--- src/scca_map.svh ---
/*
 * Register offsets, field positions, reset values and timing counts of the
 * shared counter array. Assumes APB byte addressing, one register per word.
 */
`ifndef SCCA_MAP_SVH
`define SCCA_MAP_SVH

`define SCCA_OFF_CTRL_STAT  12'h000
`define SCCA_OFF_MODE_CFG   12'h004
`define SCCA_OFF_COUNT_LOW  12'h008
`define SCCA_OFF_COUNT_HIGH 12'h00C
`define SCCA_OFF_MOD_BASE   12'h010
`define SCCA_MOD_STRIDE     12'h00C
`define SCCA_MOD_MODE       12'h000
`define SCCA_MOD_VLOW       12'h004
`define SCCA_MOD_VHIGH      12'h008

`define SCCA_CS_RUN         6
`define SCCA_CS_OVF         7
`define SCCA_MC_IDLE_STOP   7
`define SCCA_MC_WDT_EN      6
`define SCCA_MC_SEL_HI      2
`define SCCA_MC_SEL_LO      1
`define SCCA_MC_OVF_IE      0

`define SCCA_MM_CMP_EN      6
`define SCCA_MM_CAP_RISE    5
`define SCCA_MM_CAP_FALL    4
`define SCCA_MM_MATCH       3
`define SCCA_MM_TOGGLE      2
`define SCCA_MM_PWM         1
`define SCCA_MM_IRQ_EN      0

`define SCCA_RESET_BYTE     8'h00
`define SCCA_PHASE_COUNT    12
`define SCCA_PH_S1P2        4'h1
`define SCCA_PH_S3P2        4'h5
`define SCCA_PH_PHASE_FIVE_P2        4'h9
`define SCCA_HIGH_DELAY     2

`endif

--- src/scca_pkg.sv ---
/*
 * Types shared by the counter array files.
 * Assumes the map header supplies all numeric constants.
 */
`default_nettype none
package scca_pkg;
    typedef enum logic [1:0] {
        SCCA_IN_DIV12 = 2'h0,
        SCCA_IN_DIV4  = 2'h1,
        SCCA_IN_T0OVF = 2'h2,
        SCCA_IN_EXT   = 2'h3
    } scca_insel_t;
endpackage
`default_nettype wire

--- src/scca_module.sv ---
/*
 * One compare/capture module: capture, software timer, high-speed output,
 * PWM, watchdog. Assumes synchronised pin input and one-cycle sample strobes.
 */
`default_nettype none
`include "scca_map.svh"
module scca_module #(
    parameter bit HAS_WDT = 1'b0
) (
    input  wire logic        i_clk,
    input  wire logic        i_rst_n,
    input  wire logic        i_sample,
    input  wire logic        i_running,
    input  wire logic [15:0] i_count,
    input  wire logic        i_rollover,
    input  wire logic        i_pin_sync,
    input  wire logic        i_wr_mode,
    input  wire logic        i_wr_low,
    input  wire logic        i_wr_high,
    input  wire logic        i_wr_flag,
    input  wire logic [7:0]  i_wdata,
    output logic [6:0]       o_mode,
    output logic [7:0]       o_low,
    output logic [7:0]       o_high,
    output logic             o_flag,
    output logic             o_pin,
    output logic             o_wdt_match
);
    logic       pin_prev;
    logic       next_flag;
    wire  logic cmp_en    = o_mode[`SCCA_MM_CMP_EN];
    wire  logic rise_sel  = o_mode[`SCCA_MM_CAP_RISE];
    wire  logic fall_sel  = o_mode[`SCCA_MM_CAP_FALL];
    wire  logic mat       = o_mode[`SCCA_MM_MATCH];
    wire  logic tog       = o_mode[`SCCA_MM_TOGGLE];
    wire  logic pwm       = o_mode[`SCCA_MM_PWM];
    wire  logic act       = i_sample && i_running;
    wire  logic rise_ev   = rise_sel && i_pin_sync && !pin_prev;
    wire  logic fall_ev   = fall_sel && !i_pin_sync && pin_prev;
    wire  logic cap_ev    = act && !cmp_en && (rise_ev || fall_ev);
    wire  logic m16       = i_count == {o_high, o_low};
    wire  logic m8        = i_count[7:0] == o_low;
    wire  logic cmp_ev    = act && cmp_en && mat && !pwm && m16;
    wire  logic pwm_on    = cmp_en && pwm && !mat;
    wire  logic sw_tmr    = cmp_en && mat && !tog && !pwm;

    assign next_flag = (o_flag && !(i_wr_flag && !i_wdata[0])) || cap_ev || cmp_ev;

    always_ff @(posedge i_clk) begin
        if (!i_rst_n) begin
            pin_prev <= 1'b1;
            o_mode   <= 7'h00;
            o_low    <= `SCCA_RESET_BYTE;
            o_high   <= `SCCA_RESET_BYTE;
            o_flag   <= 1'b0;
            o_pin    <= 1'b1;
            o_wdt_match <= 1'b0;
        end else begin
            o_flag <= next_flag;
            if (i_sample) begin
                pin_prev <= i_pin_sync;
            end
            // Compare enable: low-byte write clears and high-byte write sets in timer mode
            if (i_wr_mode) begin
                o_mode <= i_wdata[6:0];
            end else if (sw_tmr && i_wr_low) begin
                o_mode[`SCCA_MM_CMP_EN] <= 1'b0;
            end else if (o_mode[`SCCA_MM_MATCH] && !pwm && i_wr_high) begin
                o_mode[`SCCA_MM_CMP_EN] <= 1'b1;
            end
            // Capture overwrites any unread value
            if (cap_ev) begin
                {o_high, o_low} <= i_count;
            end else begin
                if (i_wr_low) begin
                    o_low <= i_wdata;
                end else if (act && pwm_on && i_rollover) begin
                    o_low <= o_high;
                end
                if (i_wr_high) begin
                    o_high <= i_wdata;
                end
            end
            if (cmp_ev && tog) begin
                o_pin <= !o_pin;
            end else if (act && pwm_on) begin
                // Level form: low below the compare byte, high from match to rollover
                o_pin <= m8 || i_count[7:0] > o_low;
            end else if (!cmp_en) begin
                o_pin <= 1'b1;
            end
            o_wdt_match <= HAS_WDT && cmp_ev && !tog;
        end
    end
endmodule
`default_nettype wire

--- src/scca_top.sv ---
/*
 * Shared-time-base counter array: 16-bit counter, input selection, run and
 * idle gating, five compare/capture modules, APB register slave.
 * Assumes pins are asynchronous, timer 0 overflow and idle are on I_SYS_CLK.
 */
// Added by the designer: the placing of the registers and the APB slave port.
`default_nettype none
`include "scca_map.svh"
module scca_top #(
    parameter int NUM_MOD = 5
) (
    input  wire logic        I_SYS_CLK,
    input  wire logic        I_RST_N,
    input  wire logic        I_PSEL,
    input  wire logic        I_PENABLE,
    input  wire logic        I_PWRITE,
    input  wire logic [11:0] I_PADDR,
    input  wire logic [31:0] I_PWDATA,
    input  wire logic        I_TIMER0_OVF,
    input  wire logic        I_IDLE,
    input  wire logic        I_COUNT_GATE,
    input  wire logic        I_EXTERNAL_COUNT_PIN,
    input  wire logic [4:0]  I_MODULE_IO_PIN,
    output logic [31:0]      O_PRDATA,
    output logic             O_PREADY,
    output logic             O_PSLVERR,
    output logic [4:0]       O_MODULE_IO_PIN,
    output logic             O_IRQ,
    output logic             O_WDT_RESET
);
    logic [3:0]  phase;
    logic [7:0]  count_low_byte;
    logic [7:0]  count_high_byte;
    logic        counter_overflow_flag;
    logic        counter_run;
    logic [7:0]  counter_mode_config;
    logic [1:0]  high_pend;
    logic        ext_meta;
    logic        ext_sync;
    logic        ext_prev;
    logic        ext_fall_seen;
    logic        t0_seen;
    logic [4:0]  pin_meta;
    logic [4:0]  pin_sync;
    logic [6:0]  mode_q  [NUM_MOD];
    logic [7:0]  low_q   [NUM_MOD];
    logic [7:0]  high_q  [NUM_MOD];
    logic [4:0]  flag_q;
    logic [4:0]  pin_q;
    logic [4:0]  wdt_q;
    logic [31:0] next_prdata;

    wire logic         s1 = phase == `SCCA_PH_S1P2;
    wire logic         s3 = phase == `SCCA_PH_S3P2;
    wire logic         s5 = phase == `SCCA_PH_PHASE_FIVE_P2;
    wire logic         sample3 = s1 || s3 || s5;
    wire scca_pkg::scca_insel_t insel =
        scca_pkg::scca_insel_t'({counter_mode_config[`SCCA_MC_SEL_HI],
                                 counter_mode_config[`SCCA_MC_SEL_LO]});
    wire logic idle_block = I_IDLE && counter_mode_config[`SCCA_MC_IDLE_STOP];
    wire logic running    = counter_run && I_COUNT_GATE && !idle_block;
    wire logic t0_now     = I_TIMER0_OVF || t0_seen;
    wire logic ext_fall   = ext_prev && !ext_sync;

    logic tick;
    always_comb begin
        case (insel)
            scca_pkg::SCCA_IN_DIV12: tick = s5;
            scca_pkg::SCCA_IN_DIV4:  tick = sample3;
            scca_pkg::SCCA_IN_T0OVF: tick = s5 && t0_now;
            default:                 tick = sample3 && (ext_fall || ext_fall_seen);
        endcase
    end
    wire logic inc      = tick && running;
    wire logic low_ovf  = inc && count_low_byte == 8'hFF;
    wire logic rollover = low_ovf; // Reload only on a real FF to 00 step
    wire logic high_ovf = high_pend[1] && count_high_byte == 8'hFF;

    // APB decode
    wire logic       acc   = I_PSEL && I_PENABLE;
    wire logic       wr    = acc && I_PWRITE;
    wire logic [11:0] mrel = I_PADDR - `SCCA_OFF_MOD_BASE;
    wire logic       in_mod = I_PADDR >= `SCCA_OFF_MOD_BASE &&
                              mrel < 12'(NUM_MOD) * `SCCA_MOD_STRIDE;
    wire logic [11:0] midx = mrel / `SCCA_MOD_STRIDE;
    wire logic [11:0] mreg = mrel - midx * `SCCA_MOD_STRIDE;
    wire logic       hit_cs  = I_PADDR == `SCCA_OFF_CTRL_STAT;
    wire logic       hit_mc  = I_PADDR == `SCCA_OFF_MODE_CFG;
    wire logic       hit_cl  = I_PADDR == `SCCA_OFF_COUNT_LOW;
    wire logic       hit_ch  = I_PADDR == `SCCA_OFF_COUNT_HIGH;
    wire logic       mapped  = (hit_cs || hit_mc || hit_cl || hit_ch || in_mod) &&
                               I_PADDR[1:0] == 2'h0;
    wire logic       wr_cs   = wr && hit_cs;
    wire logic       mod_irq = |(flag_q & {mode_q[4][0], mode_q[3][0], mode_q[2][0],
                                           mode_q[1][0], mode_q[0][0]});

    always_comb begin
        next_prdata = 32'h0000_0000;
        if (hit_cs) begin
            next_prdata[7:0] = {counter_overflow_flag, counter_run, 1'b0, flag_q};
        end else if (hit_mc) begin
            next_prdata[7:0] = counter_mode_config;
        end else if (hit_cl) begin
            next_prdata[7:0] = count_low_byte;
        end else if (hit_ch) begin
            next_prdata[7:0] = count_high_byte;
        end else if (in_mod && mreg == `SCCA_MOD_MODE) begin
            next_prdata[6:0] = mode_q[midx[2:0]];
        end else if (in_mod && mreg == `SCCA_MOD_VLOW) begin
            next_prdata[7:0] = low_q[midx[2:0]];
        end else if (in_mod && mreg == `SCCA_MOD_VHIGH) begin
            next_prdata[7:0] = high_q[midx[2:0]];
        end
    end

    genvar g;
    generate
        for (g = 0; g < NUM_MOD; g++) begin : gen_mod
            wire logic       sel  = wr && in_mod && midx == 12'(g);
            // Status writes carry one flag bit per module, other writes a whole byte
            wire logic [7:0] wdat = hit_cs ? {I_PWDATA[7:1], I_PWDATA[g]} : I_PWDATA[7:0];
            scca_module #(.HAS_WDT(g == 4)) u_mod (
                .i_clk       (I_SYS_CLK),
                .i_rst_n     (I_RST_N),
                .i_sample    (sample3),
                .i_running   (running),
                .i_count     ({count_high_byte, count_low_byte}),
                .i_rollover  (rollover),
                .i_pin_sync  (pin_sync[g]),
                .i_wr_mode   (sel && mreg == `SCCA_MOD_MODE),
                .i_wr_low    (sel && mreg == `SCCA_MOD_VLOW),
                .i_wr_high   (sel && mreg == `SCCA_MOD_VHIGH),
                .i_wr_flag   (wr_cs),
                .i_wdata     (wdat),
                .o_mode      (mode_q[g]),
                .o_low       (low_q[g]),
                .o_high      (high_q[g]),
                .o_flag      (flag_q[g]),
                .o_pin       (pin_q[g]),
                .o_wdt_match (wdt_q[g])
            );
        end
    endgenerate

    // Pin synchronisers; first stage feeds only the second
    always_ff @(posedge I_SYS_CLK) begin
        if (!I_RST_N) begin
            ext_meta <= 1'b1;
            ext_sync <= 1'b1;
            pin_meta <= 5'h1F;
            pin_sync <= 5'h1F;
        end else begin
            ext_meta <= I_EXTERNAL_COUNT_PIN;
            ext_sync <= ext_meta;
            pin_meta <= I_MODULE_IO_PIN;
            pin_sync <= pin_meta;
        end
    end

    // Peripheral cycle phase generator: twelve oscillator clocks
    always_ff @(posedge I_SYS_CLK) begin
        if (!I_RST_N) begin
            phase <= 4'h0;
        end else if (phase == 4'(`SCCA_PHASE_COUNT - 1)) begin
            phase <= 4'h0;
        end else begin
            phase <= phase + 4'h1;
        end
    end

    // Remember timer 0 overflow and pin falls until the next counting phase
    always_ff @(posedge I_SYS_CLK) begin
        if (!I_RST_N) begin
            t0_seen       <= 1'b0;
            ext_prev      <= 1'b1;
            ext_fall_seen <= 1'b0;
        end else begin
            ext_prev <= ext_sync;
            // Cleared once consumed, so a late overflow is carried, not lost
            if (s5) begin
                t0_seen <= 1'b0;
            end else if (I_TIMER0_OVF) begin
                t0_seen <= 1'b1;
            end
            if (sample3) begin
                ext_fall_seen <= 1'b0;
            end else if (ext_fall) begin
                ext_fall_seen <= 1'b1;
            end
        end
    end

    // Counter bytes; software writes blocked while counter_run is set, even when gate or idle stops counting
    always_ff @(posedge I_SYS_CLK) begin
        if (!I_RST_N) begin
            count_low_byte  <= `SCCA_RESET_BYTE;
            count_high_byte <= `SCCA_RESET_BYTE;
            high_pend       <= 2'h0;
        end else begin
            high_pend <= {high_pend[0], low_ovf};
            if (wr && hit_cl && !counter_run) begin
                count_low_byte <= I_PWDATA[7:0];
            end else if (inc) begin
                count_low_byte <= count_low_byte + 8'h01;
            end
            if (wr && hit_ch && !counter_run) begin
                count_high_byte <= I_PWDATA[7:0];
            end else if (high_pend[1]) begin
                count_high_byte <= count_high_byte + 8'h01;
            end
        end
    end

    // Control registers and overflow flag; hardware set wins over clear
    always_ff @(posedge I_SYS_CLK) begin
        if (!I_RST_N) begin
            counter_run           <= 1'b0;
            counter_overflow_flag <= 1'b0;
            counter_mode_config   <= `SCCA_RESET_BYTE;
        end else begin
            if (wr_cs) begin
                counter_run <= I_PWDATA[`SCCA_CS_RUN];
            end
            if (high_ovf) begin
                counter_overflow_flag <= 1'b1;
            end else if (wr_cs && !I_PWDATA[`SCCA_CS_OVF]) begin
                counter_overflow_flag <= 1'b0;
            end
            if (wr && hit_mc) begin
                counter_mode_config <= I_PWDATA[7:0];
            end
        end
    end

    // Registered outputs
    always_ff @(posedge I_SYS_CLK) begin
        if (!I_RST_N) begin
            O_PRDATA        <= 32'h0000_0000;
            O_PREADY        <= 1'b0;
            O_PSLVERR       <= 1'b0;
            O_MODULE_IO_PIN <= 5'h1F;
            O_IRQ           <= 1'b0;
            O_WDT_RESET     <= 1'b0;
        end else begin
            O_PREADY        <= I_PSEL && !I_PENABLE;
            O_PSLVERR       <= I_PSEL && !I_PENABLE && !mapped;
            O_PRDATA        <= (I_PSEL && !I_PENABLE && !I_PWRITE) ? next_prdata
                                                                  : 32'h0000_0000;
            O_MODULE_IO_PIN <= pin_q;
            O_IRQ           <= (counter_overflow_flag &&
                                counter_mode_config[`SCCA_MC_OVF_IE]) || mod_irq;
            O_WDT_RESET     <= wdt_q[4] && counter_mode_config[`SCCA_MC_WDT_EN];
        end
    end
endmodule
`default_nettype wire

--- config.mk ---
export PLATFORM = sky130hd
export DESIGN_NAME = scca_top
export DESIGN_NICKNAME = d
export VERILOG_FILES = /design/src/scca_pkg.sv /design/src/scca_module.sv /design/src/scca_top.sv
export VERILOG_INCLUDE_DIRS = /design/src
export SDC_FILE = /design/constraint.sdc
export NUM_CORES = 1
export LEC_CHECK = 0
export BUFFER_PORTS_ARGS = -buffer_cell sky130_fd_sc_hd__buf_2
export CELL_PAD_IN_SITES_DETAIL_PLACEMENT = 1
export CELL_PAD_IN_SITES_GLOBAL_PLACEMENT = 1
export CORE_MARGIN = 2
export CORE_UTILIZATION = 46
export DETAILED_ROUTE_END_ITERATION = 8
export PLACE_DENSITY_LB_ADDON = 0.1
export SLEW_MARGIN = 15
export SYNTH_ARGS = -nofsm -noshare
export SYNTH_HDL_FRONTEND = slang
export SYNTH_SLANG_ARGS = --single-unit
--- constraint.sdc ---
create_clock -name I_SYS_CLK -period 12.3 [get_ports I_SYS_CLK]
set_input_delay 2.46 -clock I_SYS_CLK [delete_from_list [all_inputs] [get_ports I_SYS_CLK]]
set_output_delay 2.46 -clock I_SYS_CLK [all_outputs]
set_load 0.1 [all_outputs]
### After elaboration in Yosys (flattened, before gate mapping)

Cells that the tools add are included.
W data, S select, Z words.

| storage, ports and cells | value |
|---|---|
| register bits after elaboration | 219 |
| input bits | 58 |
| word-level logic and storage cells | 468 |

| operators by class | value |
|---|---|
| $add $sub $neg | 5 |
| multiply operators | 1 |
| div/mod/pow operators | 1 |
| $lt $le $gt $ge | 8 |
| equality and inequality tests | 32 |
| multiplexer cells | 83 |
| bitwise gates (word level) | 4 |
| reduce and logical (&&, ||, !) cells | 276 |

Operator list:

| operator | number |
|---|---|
| $mux W8 | 39 |
| $logic_and A1 B1 Y1 | 166 |
| $eq A16 B16 Y1 | 5 |
| $logic_not A1 Y1 | 52 |
| $bmux W8 S3 | 2 |
| $eq A8 B8 Y1 | 5 |
| $gt A8 B8 Y1 | 5 |
| $mux W1 | 37 |
| $eq A12 B3 Y1 const B | 3 |
| $eq A12 B4 Y1 const B | 3 |
| $logic_not A12 Y1 | 3 |
| $reduce_bool A3 Y1 | 10 |
| $logic_or A1 B1 Y1 | 29 |
| $eq A12 B2 Y1 const B | 2 |
| $bmux W7 S3 | 1 |
| $mux W7 | 3 |
| $add A8 B1 Y8 const B | 2 |
| $eq A8 B8 Y1 const B | 2 |
| $reduce_bool A2 Y1 | 8 |
| $ne A3 B3 Y1 const B | 5 |
| $div A12 B4 Y12 const B | 1 |
| $eq A12 B1 Y1 const B | 1 |
| $ge A12 B5 Y1 const B | 1 |
| $lt A12 B6 Y1 const B | 1 |
| 19 further kinds | 24 |

### Depth between registers and ports, before layout

| logic depth | value |
|---|---|
| depth after elaboration | 13 |
| gate-level depth with buffers | 41 |
| depth with buffers taken out | 33 |

### Cells and area by module

A second synthesis with hierarchy kept.

| unflattened totals | value |
|---|---|
| cells, all modules | 1897 |
| area total of the unflattened synthesis | 14926.8 um2 |

Modules (own cells, without submodules):

| module | instances | cells an instance | area an instance (um2) | seq. area each (um2) |
|---|---|---|---|---|
| scca_top | 1 | 993 | 7185.6 | 1281.2 |
| scca_module at gen_mod[0].u_mod ... | 4 | 181 | 1536.5 | 520.5 |
| scca_module at gen_mod[4].u_mod | 1 | 180 | 1595.3 | 540.5 |

### Worst setup path before layout

OpenSTA, ideal clock, no wires.

| timing | value |
|---|---|
| path kind | input to register |
| start | input port I_PADDR[4] |
| end | register gen_mod[4].u_mod.o_low[6] |
| library setup time | 128 ps |
| data arrival time | 10116 ps |
| slack | 2056 ps |
| stages on the path | 36 |
| path buffers | 8 |
| path through | clkbuf_1 clkinv_1 ha_1 clkbuf_1 o41a_1 o22ai_1 a211oi_2 nor2_1 o22ai_1 o41ai_4 nand2b_1 clkbuf_2 nand3_2 buf_2 buf_2 ha_1 a21o_1 a21oi_1 o21ai_0 a21oi_1 xnor2_1 ha_1 or2_2 a21oi_1 xnor2_1 or3_1 a2111oi_0 o211ai_1 or3_1 buf_2 buf_2 o221ai_1 clkbuf_1 nor2_1 a21oi_1 nor2_1 |

| between the ends | value |
|---|---|
| longest elaborated chain between the ends | 8 |

Ends and longest elaborated chain:

| what | RTL line | source |
|---|---|---|
| from (decl) | scca_top.sv:17 | `input wire logic [11:0] I_PADDR,` |
| $sub A12 B5 Y12 (no source line) | n/a |  |
| $div A12 B4 Y12 (no source line) or $lt A12 B6 Y1 (tied branches) | n/a |  |
| $mul A12 B2 Y10 (no source line) or $logic_and A1 B1 Y1 (tied branches) | n/a |  |
| $sub A12 B12 Y12 (no source line) or $logic_and A1 B1 Y1 (tied branches) | n/a |  |
| $eq A12 B3 Y1 (no source line) or $logic_and A1 B1 Y1 (tied branches) | n/a |  |
| $logic_and A1 B1 Y1 (no source line) * | n/a |  |
| $mux W8 | scca_module.sv:75 | `if (i_wr_low) begin` |
| $mux W8 | scca_module.sv:72 | `if (cap_ev) begin` |
| to (signal assigned) | scca_module.sv:73 | `{o_high, o_low} <= i_count;` |
| to (signal assigned) | scca_module.sv:76 | `o_low <= i_wdata;` |
| to (signal assigned) | scca_module.sv:78 | `o_low <= o_high;` |
| to (decl) | scca_module.sv:23 | `output logic [7:0] o_low,` |

Every way passes the cells marked *; elsewhere a longest branch is shown, timed or not.
A chain may end at the register's enable or synchronous reset.

### Worst setup path in the final report

| timing | value |
|---|---|
| start | input port I_PADDR[4] |
| end | register gen_mod[3].u_mod.o_low[4] |

| between the ends | value |
|---|---|
| longest elaborated chain between the ends | 8 |

Ends and longest elaborated chain:

| what | RTL line |
|---|---|
| $sub A12 B5 Y12 (no source line) | n/a |
| $div A12 B4 Y12 (no source line) or $lt A12 B6 Y1 (tied branches) | n/a |
| $mul A12 B2 Y10 (no source line) or $logic_and A1 B1 Y1 (tied branches) | n/a |
| $sub A12 B12 Y12 (no source line) or $logic_and A1 B1 Y1 (tied branches) | n/a |
| $eq A12 B3 Y1 (no source line) or $logic_and A1 B1 Y1 (tied branches) | n/a |
| $logic_and A1 B1 Y1 (no source line) * | n/a |
| $mux W8 | scca_module.sv:75 |
| $mux W8 | scca_module.sv:72 |
| to (signal assigned) | scca_module.sv:73 |
| to (signal assigned) | scca_module.sv:76 |
| to (signal assigned) | scca_module.sv:78 |
| to (decl) | scca_module.sv:23 |

Marks and branches as above.

==> reports/qor_table.md <==
| Result | Reported | Unit |
| --- | --- | --- |
| Outcome | complete, no violations | - |
| Core area | 0.02964 | mm2 |
| Final Util | 50.38 | % |
| Non-filler instance count after layout | 2180 | - |
| Top cells by area in the synthesized netlist | dfxtp_1 (28%), mux2i_1 (8.8%), nor2_1 (6.9%), ha_1 (6.2%), a21oi_1 (5.2%) | - |
| Signed area change from the synthesized netlist to the final layout | 7.884 | % |
| DRC | 0 | - |
| Sinks on Clock Net | 195 | - |
| Port Buf Inserts | 50 | - |
| Total iterations of the first detailed-routing run | 5 | - |
| Type of element capturing the critical path | register | - |
| Initial antenna violation count | 1 | - |
| Antenna diode count | 0 | - |
| Maximum number of pins on one net before global-route repair | 91 | - |
| Number of nets in the finished design | 1907 | - |
| Wire length of the first global-routing pass | 81630 | um |
| Number of gates resized after cts | 0 | - |
| Setup slack, reg-to-reg | 8.04 | ns |
| Synth area leader | dfxtp_1 | - |
| Buffer depth of the longest clock path | 2 | - |
| CP Data Required Time | 12.70 | ns |
| Cell with the largest stage delay on the worst path | o41ai_4 | - |
| Die ar. | 0.03149 | mm2 |
| Storage element area | 0.003904 | mm2 |
| RSZ-0062 raised after global routing | false | - |
| Number of synthesized flops with an enable pin | 0 | - |
| Vias in the first global route | 13.67k | - |
| Number of hold buffers added after cts | 0 | - |
| Max-slew violation count | 0 | - |
| TritonCTS clock tree | yes | - |
| Clock latency at the later pin of the worst-skew pair | 0.47 | ns |
| Post-CTS clock slew at the launch and capture registers of the worst setup and hold paths | 0.07 | ns |
| Height of the chip | 177.5 | um |
| Leakage dissipation | 5.881 | nW |
| Source of the critical timing path | I_PADDR[4] | - |
| Tightest Pin Transition | 1.162 | ns |
| Post-synth top area share | 28.21 | % |
| Final TNS setup | 0 | ns |
| Synthesized netlist cell count | 1785 | - |
| Cell seen most often among critical-path stages | a21oi_1 | - |
| Kind of critical path | in -> reg | - |
| Multi-input logic area | 0.009100 | mm2 |
| Crit path DAT | 11.44 | ns |
| Total routed wirelength | 53540 | um |
| Post-synth ARST share | 0 | % |
| Share of final-layout standard cells stronger than drive strength 1 | 9.888 | % |
| Detail-routed net length per standard cell | 24.56 | um |
| Cell family with the largest share of critical-path delay | simple AND/OR/NAND/NOR gates | - |
| Reg2Reg Capture Point | gen_mod[0].u_mod.o_low[0] | - |
| Post-DP Area | 0.01435 | mm2 |
| Part of the Yosys area used for sequential elements | 28.21 | % |
| Cell count of the worst reg-to-reg path | 12 | - |
| Power density cells | 110.8 | mW/mm2 |
| Slew HR | 22.36 | % |
| CTS H-tree depth | 4 | - |
| Count of standard-cell rows | 63 | - |
| Worst VDD drop | 0.1052 | mV |
| Vias after detailed routing | 13.84k | - |
| Delay contributed by the slowest stage of the critical path | 0.58 | ns |
| Critical Path Fanout Max | 23 | - |
| Syn avg cell area | 7.753 | um2 |
| FILL cells | 3730 | - |
| Total CTS buffers | 17 | - |
| Number of synthesized register bits | 195 | - |
| Total global routing overflow | 0 | - |
| Starting density of the core | 46.69 | % |
| Global Route Usage Sum | 34.42 | % |
| Netlist area before placement | 0.01384 | mm2 |
| Final critical path time including I/O delays and setup | 11.04 | ns |
| Reg-to-reg startpoint | phase[0] | - |
| Initial drt markers | 1221 | - |
| Crit path buf inv count | 3 | - |
| Cell depth of the worst setup path | 31 | - |
| Most frequent standard cell in the layout excluding fill and tap cells | nor2_1 | - |
| Placed cell count | 2149 | - |
| Die X-Extent | 177.5 | um |
| Count of endpoints failing hold in the final timing report | 0 | - |
| HPWL Detailed | 38190 | um |
| Type of element launching the critical path | input pin | - |
| Worst-case setup margin in the final layout | 1.261 | ns |
| Num ports | 99 | - |
| Total number of yosys warnings | 0 | - |
| Final standard cell area without fillers | 0.01493 | mm2 |
| Final setup viols | 0 | - |
| Max frequency | 90.59 | MHz |
| Average via count per standard cell | 6.350 | - |
| Highest-count cells in the layout ignoring fill and taps | nor2_1 (253), dfxtp_1 (195), nand2_1 (145) | - |
| Cell at the root of the clock tree | clkbuf_16 | - |
| Period utilisation layout | 89.75 | % |
| Max-capacitance violation count | 0 | - |
| Type of the tightest min-delay check | reg -> reg | - |
| Worst setup slack before clock tree synthesis | 0.9888 | ns |
| Crit path capture | gen_mod[3].u_mod.o_low[4] | - |
| Number of buffers inserted to repair setup after CTS | 0 | - |
| Unique cell type count in the Yosys netlist | 88 | - |
| Worst Clk Skew | 0.01551 | ns |
| Final weighted congestion in routability-driven placement | 0.9523 | - |
| Antenna-violating nets left | 0 | - |
| Prevailing post-synth register cell | dfxtp_1 | - |
logic make-up (layout without fill, tap and decap cells):
logic type	after synthesis	in the layout	synth area share, %
xor+xnor	64	64	4.050
flops	195	195	28.21
compound gates	468	468	22.45
other cells	1	24	0.02710
mux	142	142	11.03
buf+inv	222	204	6.753
fa+ha+maj	72	72	6.600
simple gates	621	621	20.88
cells in the mapped netlist (14+ instances only):
library cell and number:
nand2b_1 28, xnor2_1 25, nand2_1 145, inv_1 82, buf_4 24, a21oi_1 143
a22oi_1 23, nor3_1 26, clkbuf_1 95, nand3_1 43, a211oi_1 63, nor2_1 253
ha_1 69, dfxtp_1 195, nor4_1 17, a21o_1 22, mux2i_1 121, mux2_2 14
xor2_1 39, o21ai_0 73, a31oi_1 20, nand4_1 21
layer usage:
metal | vias to the layer above | global-route usage, % | routed length [um]
met4 | 2 | 16.53 | 2376
met2 | 479 | 54.28 | 24140
met1 | 6895 | 45.51 | 23630
met5 | - | 0 | 8
li1 | 6337 | - | -
met3 | 129 | 5.870 | 3392
worst min path at each step:
stage	cells past startpoint	startpoint	end	slack [ns]
after floorplan	1	ext_meta	ext_sync	0.39
after global placement	1	pin_meta[3]	pin_sync[3]	0.39
after detailed placement	1	pin_meta[3]	pin_sync[3]	0.40
after CTS	1	pin_meta[3]	pin_sync[3]	0.41
after global routing	1	pin_meta[3]	pin_sync[3]	0.43
final	1	pin_meta[3]	pin_sync[3]	0.41
metrics by stage:
step / hold WS (ns) / total power, W
final: 0.4133 / 0.001655
after global routing: 0.4254 / 0.001720
after CTS: 0.4142 / 0.001654
after detailed placement: 0.3966 / 0.001076
after global placement: 0.3936 / 0.001063
after floorplan: 0.3863 / 0.0009799
sequential cells by signal, indices dropped and copies added, names as in the netlist, 2 cells and up:
register,cells
gen_mod.u_mod.o_low,40
count_low_byte,8
gen_mod.u_mod.pin_prev,5
high_pend,2
pin_sync,5
counter_mode_config,8
pin_meta,5
O_MODULE_IO_PIN,5
gen_mod.u_mod.o_pin,5
gen_mod.u_mod.o_mode,35
O_PRDATA,8
gen_mod.u_mod.o_high,40
gen_mod.u_mod.o_flag,5
count_high_byte,8
phase,4
area by class of cell:
class / count / share of cell area, %
Tap cell: 390 / 3.268
Multi-Input combinational cell: 1391 / 60.95
Clock buffer: 19 / 2.900
Inverter: 85 / 2.154
Timing Repair Buffer: 88 / 3.587
Clock inverter: 12 / 0.9972
Sequential cell: 195 / 26.15
report_power, final:
part / leakage [nW] / internal (W) / switching [W]
Clock: 0.286 / 0.000304 / 0.000281
Combinational: 4.02 / 0.000146 / 0.000284
Sequential: 1.58 / 0.000636 / 0.00000327
Note: power is estimated with default switching activity, not from simulation.
